## src/logic/flow_ctrl_pkg.sv

```systemverilog
// Shared constants, lane word kinds and code decoding for the stream port and rate control
package flow_ctrl_pkg;

  localparam int            CODE_W           = 4;
  localparam int            COUNT_W          = 9;
  localparam int            MIN_DATA_BYTES   = 2;
  localparam logic [3:0]    RESUME_CODE      = 4'h0;
  localparam logic [3:0]    LAST_FINITE_CODE = 4'h8;
  localparam logic [3:0]    STOP_CODE        = 4'hF;
  localparam logic [8:0]    COUNT_RST        = 9'h000;
  localparam logic [8:0]    COUNT_ONE        = 9'h001;

  // What the lane carries in one beat
  typedef enum logic [3:0] {
    KIND_IDLE = 4'h1,
    KIND_DATA = 4'h2,
    KIND_COMP = 4'h4,
    KIND_RATE = 4'h8
  } lane_kind_type;

  function automatic logic is_reserved(input logic [3:0] code);
    return (code > LAST_FINITE_CODE) && (code != STOP_CODE);
  endfunction

  // Codes 1..8 ask for 2**code idle beats
  function automatic logic [8:0] idle_beats(input logic [3:0] code);
    return COUNT_ONE << code;
  endfunction

endpackage

```

## src/logic/idle_ctrl_if.sv

```systemverilog
// Control path between the transmit scheduler and the idle beat counter
`timescale 1ns/10ps
interface idle_ctrl_if;
  logic       load;
  logic [3:0] code;
  logic       beat;
  logic       busy;
  logic       last_beat;

  modport ctrl (output load, output code, output beat, input busy, input last_beat);
  modport cnt  (input load, input code, input beat, output busy, output last_beat);
endinterface

```

## src/logic/idle_beat_counter.sv

```systemverilog
// Counts idle beats still owed to the partner after a received rate request
`timescale 1ns/10ps
module idle_beat_counter (
  input  wire logic  ref_clk,  // System clock
  input  wire logic  arst_n,   // Asynchronous reset, active low
  idle_ctrl_if.cnt   ic        // Load, beat and busy
);

  logic [8:0] count_ff;
  logic [8:0] nxt_count;
  logic       forever_ff;
  logic       nxt_forever;

  always_comb begin
    nxt_count   = count_ff;
    nxt_forever = forever_ff;
    if (ic.load) begin
      if (ic.code == flow_ctrl_pkg::RESUME_CODE) begin
        nxt_count   = flow_ctrl_pkg::COUNT_RST;
        nxt_forever = 1'b0;
      end else if (ic.code == flow_ctrl_pkg::STOP_CODE) begin
        nxt_count   = flow_ctrl_pkg::COUNT_RST;
        nxt_forever = 1'b1;
      end else if (!flow_ctrl_pkg::is_reserved(ic.code)) begin
        nxt_count   = flow_ctrl_pkg::idle_beats(ic.code);
        nxt_forever = 1'b0;
      end
    end else if (ic.beat && count_ff != flow_ctrl_pkg::COUNT_RST) begin
      nxt_count = count_ff - flow_ctrl_pkg::COUNT_ONE;
    end
  end

  always_ff @(posedge ref_clk or negedge arst_n) begin
    if (!arst_n) begin
      count_ff   <= flow_ctrl_pkg::COUNT_RST;
      forever_ff <= 1'b0;
    end else begin
      count_ff   <= nxt_count;
      forever_ff <= nxt_forever;
    end
  end

  assign ic.busy      = forever_ff || (count_ff != flow_ctrl_pkg::COUNT_RST);
  assign ic.last_beat = !forever_ff && (count_ff == flow_ctrl_pkg::COUNT_ONE) && ic.beat;
endmodule

```

## src/logic/stream_port_native_flow_ctrl.sv

```systemverilog
// Stream port datapath with rate control request, grant and idle insertion
// Summary of operation
// - Ready after channel up, except clock compensation
// - Word moves only when valid and ready
// - Ready stays high unless channel cannot take
// - Accepted words reach receiver in order
// - User gaps reproduced, except near compensation
// - Four-bit codes: resume, 2..256 beats, reserved
// - Stop code makes partner send only idles
// - Code is minimum idles partner must insert
// - No data while sending; ready low after grant
// - One message costs one ready-low cycle
// - Received request keeps ready low until satisfied
// - Immediate inserts now; completion waits frame end
// - Rate control only in framing configuration
`timescale 1ns/10ps
module stream_port_native_flow_ctrl #(
  parameter int DATA_BYTES = 4  // Width of the user data word in bytes
) (
  input  wire logic                        ref_clk,            // System clock
  input  wire logic                        arst_n,             // Async reset, active low
  input  wire logic                        channel_up,         // Channel initialized
  input  wire logic                        framing_mode,       // Framing configuration
  input  wire logic                        immediate_mode,     // Immediate idle insertion
  input  wire logic                        clock_comp_request, // Compensation beat due
  input  wire logic [8*DATA_BYTES-1:0]     tx_data,            // User transmit word
  input  wire logic                        tx_valid,           // User word valid
  input  wire logic                        tx_last,            // Last word of frame
  output logic                             tx_ready,           // Core takes word
  input  wire logic                        idle_req_strobe,    // Rate message request
  input  wire logic [3:0]                  idle_req_code,      // Rate message code
  output logic                             idle_req_grant,     // Request taken, one cycle
  output flow_ctrl_pkg::lane_kind_type     lane_tx_kind,       // Kind of lane beat
  output logic [8*DATA_BYTES-1:0]          lane_tx_data,       // Lane beat data
  output logic                             lane_tx_last,       // Lane beat ends frame
  output logic [3:0]                       lane_tx_code,       // Code sent in rate beat
  input  wire logic                        lane_rx_valid,      // Lane received word
  input  wire logic [8*DATA_BYTES-1:0]     lane_rx_data,       // Lane received data
  input  wire logic                        lane_rx_last,       // Lane received frame end
  input  wire logic                        lane_rx_code_valid, // Partner rate message
  input  wire logic [3:0]                  lane_rx_code,       // Partner rate code
  output logic                             rx_valid,           // User receive valid
  output logic [8*DATA_BYTES-1:0]          rx_data,            // User receive word
  output logic                             rx_last             // User receive frame end
);

  localparam int DW = 8 * DATA_BYTES;

  // A one-byte word would need two ready-low cycles per rate message
  if (DATA_BYTES < flow_ctrl_pkg::MIN_DATA_BYTES) begin : g_width_check
    $error("DATA_BYTES below the smallest supported width");
  end

  idle_ctrl_if ic ();

  idle_beat_counter u_idle_cnt (
    .ref_clk (ref_clk),
    .arst_n  (arst_n),
    .ic      (ic)
  );

  logic                         tx_ready_ff;
  logic                         nxt_tx_ready;
  logic                         grant_ff;
  logic                         nxt_grant;
  logic                         rate_pend_ff;
  logic                         nxt_rate_pend;
  logic [3:0]                   rate_code_ff;
  logic [3:0]                   nxt_rate_code;
  logic                         comp_pend_ff;
  logic                         nxt_comp_pend;
  logic                         in_frame_ff;
  logic                         nxt_in_frame;
  logic                         deferred_ff;
  logic                         nxt_deferred;
  logic [3:0]                   deferred_code_ff;
  logic [3:0]                   nxt_deferred_code;
  flow_ctrl_pkg::lane_kind_type lane_kind_ff;
  flow_ctrl_pkg::lane_kind_type nxt_lane_kind;
  logic [DW-1:0]                lane_data_ff;
  logic [DW-1:0]                nxt_lane_data;
  logic                         lane_last_ff;
  logic                         nxt_lane_last;
  logic [3:0]                   lane_code_ff;
  logic [3:0]                   nxt_lane_code;
  logic                         rx_valid_ff;
  logic [DW-1:0]                rx_data_ff;
  logic                         rx_last_ff;

  logic accept;
  logic rate_ok;
  logic comp_now;
  logic rx_now;
  logic def_fire;
  logic hold_next;

  assign accept   = tx_valid && tx_ready_ff;
  assign rate_ok  = framing_mode && channel_up;
  assign comp_now = (clock_comp_request || comp_pend_ff) && !accept;

  // Resume bypasses completion deferral so a stop never outlives it
  assign rx_now   = rate_ok && lane_rx_code_valid
                    && (immediate_mode || !in_frame_ff
                        || lane_rx_code == flow_ctrl_pkg::RESUME_CODE);
  assign def_fire = deferred_ff && !in_frame_ff && !rx_now;

  assign ic.load  = rx_now || def_fire;
  assign ic.code  = rx_now ? lane_rx_code : deferred_code_ff;
  assign ic.beat  = (nxt_lane_kind == flow_ctrl_pkg::KIND_IDLE) && ic.busy;

  // Request side: grant is one pulse, message goes out in a ready-low cycle
  always_comb begin
    nxt_grant     = rate_ok && idle_req_strobe && !grant_ff && !rate_pend_ff;
    nxt_rate_pend = rate_pend_ff;
    nxt_rate_code = rate_code_ff;
    if (grant_ff) begin
      nxt_rate_pend = 1'b1;
      nxt_rate_code = idle_req_code;
    end else if (nxt_lane_kind == flow_ctrl_pkg::KIND_RATE) begin
      nxt_rate_pend = 1'b0;
    end
    nxt_comp_pend = clock_comp_request && accept;
  end

  // Frame tracking and completion-mode deferral
  always_comb begin
    nxt_in_frame      = accept ? (framing_mode && !tx_last) : in_frame_ff;
    nxt_deferred      = deferred_ff;
    nxt_deferred_code = deferred_code_ff;
    if (rx_now) begin
      nxt_deferred = 1'b0;
    end else if (rate_ok && lane_rx_code_valid) begin
      nxt_deferred      = 1'b1;
      nxt_deferred_code = lane_rx_code;
    end else if (def_fire) begin
      nxt_deferred = 1'b0;
    end
  end

  // Lane beat selection: accepted data first, then compensation, then message
  always_comb begin
    nxt_lane_kind = flow_ctrl_pkg::KIND_IDLE;
    nxt_lane_data = '0;
    nxt_lane_last = 1'b0;
    nxt_lane_code = flow_ctrl_pkg::RESUME_CODE;
    if (accept) begin
      nxt_lane_kind = flow_ctrl_pkg::KIND_DATA;
      nxt_lane_data = tx_data;
      nxt_lane_last = framing_mode && tx_last;
    end else if (comp_now) begin
      nxt_lane_kind = flow_ctrl_pkg::KIND_COMP;
    end else if (rate_pend_ff) begin
      nxt_lane_kind = flow_ctrl_pkg::KIND_RATE;
      nxt_lane_code = rate_code_ff;
    end
  end

  // Ready decided a cycle ahead so the port comes from a flop
  always_comb begin
    if (ic.load) begin
      hold_next = flow_ctrl_pkg::is_reserved(ic.code) ? ic.busy
                : (ic.code != flow_ctrl_pkg::RESUME_CODE);
    end else begin
      hold_next = ic.busy && !ic.last_beat;
    end
    nxt_tx_ready = channel_up && !clock_comp_request && !nxt_comp_pend
                   && !grant_ff && !nxt_rate_pend && !hold_next;
  end

  always_ff @(posedge ref_clk or negedge arst_n) begin
    if (!arst_n) begin
      tx_ready_ff      <= 1'b0;
      grant_ff         <= 1'b0;
      rate_pend_ff     <= 1'b0;
      rate_code_ff     <= flow_ctrl_pkg::RESUME_CODE;
      comp_pend_ff     <= 1'b0;
      in_frame_ff      <= 1'b0;
      deferred_ff      <= 1'b0;
      deferred_code_ff <= flow_ctrl_pkg::RESUME_CODE;
      lane_kind_ff     <= flow_ctrl_pkg::KIND_IDLE;
      lane_data_ff     <= '0;
      lane_last_ff     <= 1'b0;
      lane_code_ff     <= flow_ctrl_pkg::RESUME_CODE;
    end else begin
      tx_ready_ff      <= nxt_tx_ready;
      grant_ff         <= nxt_grant;
      rate_pend_ff     <= nxt_rate_pend;
      rate_code_ff     <= nxt_rate_code;
      comp_pend_ff     <= nxt_comp_pend;
      in_frame_ff      <= nxt_in_frame;
      deferred_ff      <= nxt_deferred;
      deferred_code_ff <= nxt_deferred_code;
      lane_kind_ff     <= nxt_lane_kind;
      lane_data_ff     <= nxt_lane_data;
      lane_last_ff     <= nxt_lane_last;
      lane_code_ff     <= nxt_lane_code;
    end
  end

  // Receive has no back-pressure: one register stage and no holding
  always_ff @(posedge ref_clk or negedge arst_n) begin
    if (!arst_n) begin
      rx_valid_ff <= 1'b0;
      rx_data_ff  <= '0;
      rx_last_ff  <= 1'b0;
    end else begin
      rx_valid_ff <= lane_rx_valid;
      rx_data_ff  <= lane_rx_data;
      rx_last_ff  <= lane_rx_valid && lane_rx_last && framing_mode;
    end
  end

  assign tx_ready       = tx_ready_ff;
  assign idle_req_grant = grant_ff;
  assign lane_tx_kind   = lane_kind_ff;
  assign lane_tx_data   = lane_data_ff;
  assign lane_tx_last   = lane_last_ff;
  assign lane_tx_code   = lane_code_ff;
  assign rx_valid       = rx_valid_ff;
  assign rx_data        = rx_data_ff;
  assign rx_last        = rx_last_ff;
endmodule

```

## config.mk

```make
export PLATFORM = sky130hd
export DESIGN_NAME = stream_port_native_flow_ctrl
export DESIGN_NICKNAME = d
export VERILOG_FILES = /design/src/logic/flow_ctrl_pkg.sv /design/src/logic/idle_ctrl_if.sv /design/src/logic/idle_beat_counter.sv /design/src/logic/stream_port_native_flow_ctrl.sv
export SDC_FILE = /design/constraint.sdc
export NUM_CORES = 1
export LEC_CHECK = 0
export BUFFER_PORTS_ARGS = -buffer_cell sky130_fd_sc_hd__clkbuf_2
export CORE_MARGIN = 10
export CORE_UTILIZATION = 42
export CTS_CLUSTER_SIZE = 24
export DETAILED_ROUTE_END_ITERATION = 8
export GPL_TIMING_DRIVEN = 0
export HOLD_SLACK_MARGIN = 0.05
export PLACE_DENSITY_LB_ADDON = 0.05
export SLEW_MARGIN = 0
export SYNTH_ARGS = -nofsm -noshare
export SYNTH_HDL_FRONTEND = slang
export SYNTH_SLANG_ARGS = --single-unit
```

## constraint.sdc

```tcl
create_clock -name ref_clk -period 1.95 [get_ports ref_clk]
set_input_delay 0.0975 -clock ref_clk [delete_from_list [all_inputs] [get_ports ref_clk]]
set_output_delay 0.0975 -clock ref_clk [all_outputs]
set_load 0.005 [all_outputs]
```

==> flow_summary.toml <==
[floorplanning]
core_area_um2 = 8636
ios = 161
dieHeight_um = 113.9
start_util_pct = 42.84
rows = 34
die_area_um2 = 12960
fp.dieW_um = 113.9

[placed_design]
placed_cells = 547
place.gp.congestion = 0.8141
io_buffers = 160
hpwl_um = 7745
pre_cts_ws_ns = -0.3256
post_dp_cell_area_um2 = 4678

[yosys]
synth_area_um2 = 3700
synth_nets = 365
async_flop_share_pct = 100.0
synth_enable_flop_cells = 0
ys_ff_latch = 99
ys.flop_type = "dfrtp_1"
avgSynthCellArea_um2 = 13.31
yosysUniqueCellTypes = 53
syn_inst = 278
yosysWarningCount = 0
synth-seq-area-share_pct = 66.99

[routing]
drc = 0
avgRoutedWirePerCell_um = 16.98
via_per_inst = 4.847
drtPass1Iterations = 4
routed_wl_um = 11230
first_iter_violations = 111
vias = 3204
drtAntennaViolNets = 0

[clock_network]
clk_pin_slew_ns = 0.09
cts-htree-levels = 3
clock-sinks = 99
cts-root-buf = "clkbuf_8"
cts_made_buffers = 9
worstSkewPairLatency_ns = 0.36
cts_tree = "built"
cts_buffer_depth = 2

[run_status]
violations = "setup timing"
status = "finished, violations left"

[worst_hold_path]
worstHoldPathType = "input pin to flip-flop"

[power]
powerDensity_nw_per_um2 = 801.2
finalPower_mw = 4.726
p_leak_nw = 3.091
ir_worst_vdd_v = 0.0004103

[sta]
finalSetupViolCount = 8
period_needed_ns = 2.052
max_freq_mhz = 487.4
tightest_slew_ns = 0.5987
max_slew_margin_pct = 60.08
fin_ws_ns = -0.1016
min_period_over_period_pct = 105.2
clock_skew_ns = 0.01261
maxSlewViolCount = 0
finalHoldViolations = 0
rsz0062_at_grt = "yes"
whs_ns = 0.1048

[grt]
grt_pass1_wl_um = 17990
grt_pass1_vias = 3334
grtUsageTotal_pct = 17.20
grt_max_degree = 59
grt_overflow_total = 0
antenna_found_initial = 0

[finish]
nets = 635
fin_cells = 661
final_common_cell = "clkbuf_2"
stdcell_area_um2 = 5899
drive_above_1_share_pct = 41.23
final_cell_mix = "clkbuf_2, dfrtp_1, dlygate4sd3_1"
antenna_cells = 0
area_growth_pct = 59.45

[setup_path]
cp_max_fo = 4
startpoint_type = "flip-flop"
endpoint_kind = "flip-flop"
critical_path_arrival_ns = 2.30
critical_path_class = "flip-flop to flip-flop"
critPathRequiredTime_ns = 2.19

[job]
drv_cap = 0
## layer usage
metal  part of all wire [%]  vias up  global-route usage (%)
met4                   0.75        0                   5.263
met1                     42     1550                   20.39
met3                    6.2        6                   4.252
met2                     51      108                   30.05
met5                      0        -                       0
li1                       -     1540                       -
## area by class of cell
type / instances / area (um^2)
multi-input cells: 161 / 1224
clock inverters: 6 / 52.55
inverters: 7 / 26.28
flip-flops and latches: 99 / 2479
clock buffers: 10 / 137.6
plain buffers: 11 / 58.81
well taps: 108 / 135.1
repair buffers: 259 / 1787
fillers: 646 / 2736
## worst max-delay path, stage by stage, from the launching register on
cell and delay (ns):
dfrtp_1 0.41, or4_4 0.57, nor4_4 0.16, a211o_1 0.22
buf_6 0.12, buf_6 0.09, nand4_4 0.09, buf_4 0.17
mux2i_1 0.11
## kinds of logic (layout without fill, tap and decap cells)
| logic type | Yosys count | in the layout | share of synthesized area (%) |
|---|---|---|---|
| adder cells (fa/ha/maj) | 3 | 3 | 1.015 |
| buffers and inverters | 18 | 293 | 2.097 |
| multiplexers | 10 | 10 | 2.942 |
| flip-flops | 99 | 99 | 66.99 |
| XOR/XNOR | 2 | 2 | 0.4735 |
| AND/OR/NAND/NOR | 101 | 101 | 16.10 |
| AO/OA/AOI/OAI | 45 | 45 | 10.38 |
## power breakdown
group          leakage, nW  switching (mW)  internal [mW]
Combinational         1.73           0.516          0.568
Sequential            1.26           0.154           2.22
Clock               0.0971           0.739          0.524
## stage by stage
step | TNS, ns | util, %
floorplan | -0.03534 | -
global placement | -48.17 | 53.83
detailed placement | -2.494 | 54.17
CTS | -0.3693 | 67.31
global route | -1.124 | 68.31
finish | -0.4270 | 68.31
## registers in the layout, indices dropped and copies added, names as in the netlist, 4 cells and up
signal	flops
lane_tx_code	4
rate_code_ff	4
lane_tx_kind	4
u_idle_cnt.count_ff	9
rx_data	32
deferred_code_ff	4
lane_tx_data	32
## synthesized netlist by cell type, types with 3 or more instances
cell type,number,area share [%]
mux2i_1,3,0.81
dfrtp_1,98,66
and2_1,6,1.0
a21o_1,3,0.61
a22o_1,3,0.71
o211ai_1,4,0.81
nand3_1,4,0.54
inv_1,7,0.71
ha_1,3,1.0
a31oi_1,5,0.85
nor2b_1,4,0.68
nor3b_1,3,0.61
nand2_1,11,1.1
clkbuf_1,8,0.81
nor3_1,4,0.54
o21ai_0,3,0.41
nor4_1,5,0.85
mux2_2,7,2.1
nand4_1,3,0.51
a21oi_1,4,0.54
nor2_1,14,1.4
and3_1,36,6.1
## what timing repair did
action / CTS / global route
gates cloned: 0 / 0
hold endpoints to repair: 121 / 0
setup endpoints to repair: 10 / 10
buffers inserted: 12 / 4
hold buffers: 82 / 0
pin swaps: 7 / 18
resized for setup: 8 / 12
## worst paths after layout
path | from | to | slack [ns] | cells past startpoint
max | u_idle_cnt.count_ff[5] | u_idle_cnt.count_ff[8] | -0.10 | 8
max in group asynchronous | arst_n | lane_tx_kind[0] | 0.91 | 3
max reg2reg | u_idle_cnt.count_ff[5] | u_idle_cnt.count_ff[8] | -0.10 | 8
min | tx_valid | comp_pend_ff | 0.10 | 2
min in group asynchronous | arst_n | rx_data[21] | 0.30 | 2
min reg2reg | rate_code_ff[1] | lane_tx_code[1] | 0.47 | 1
(Power assumes the default switching activity.)
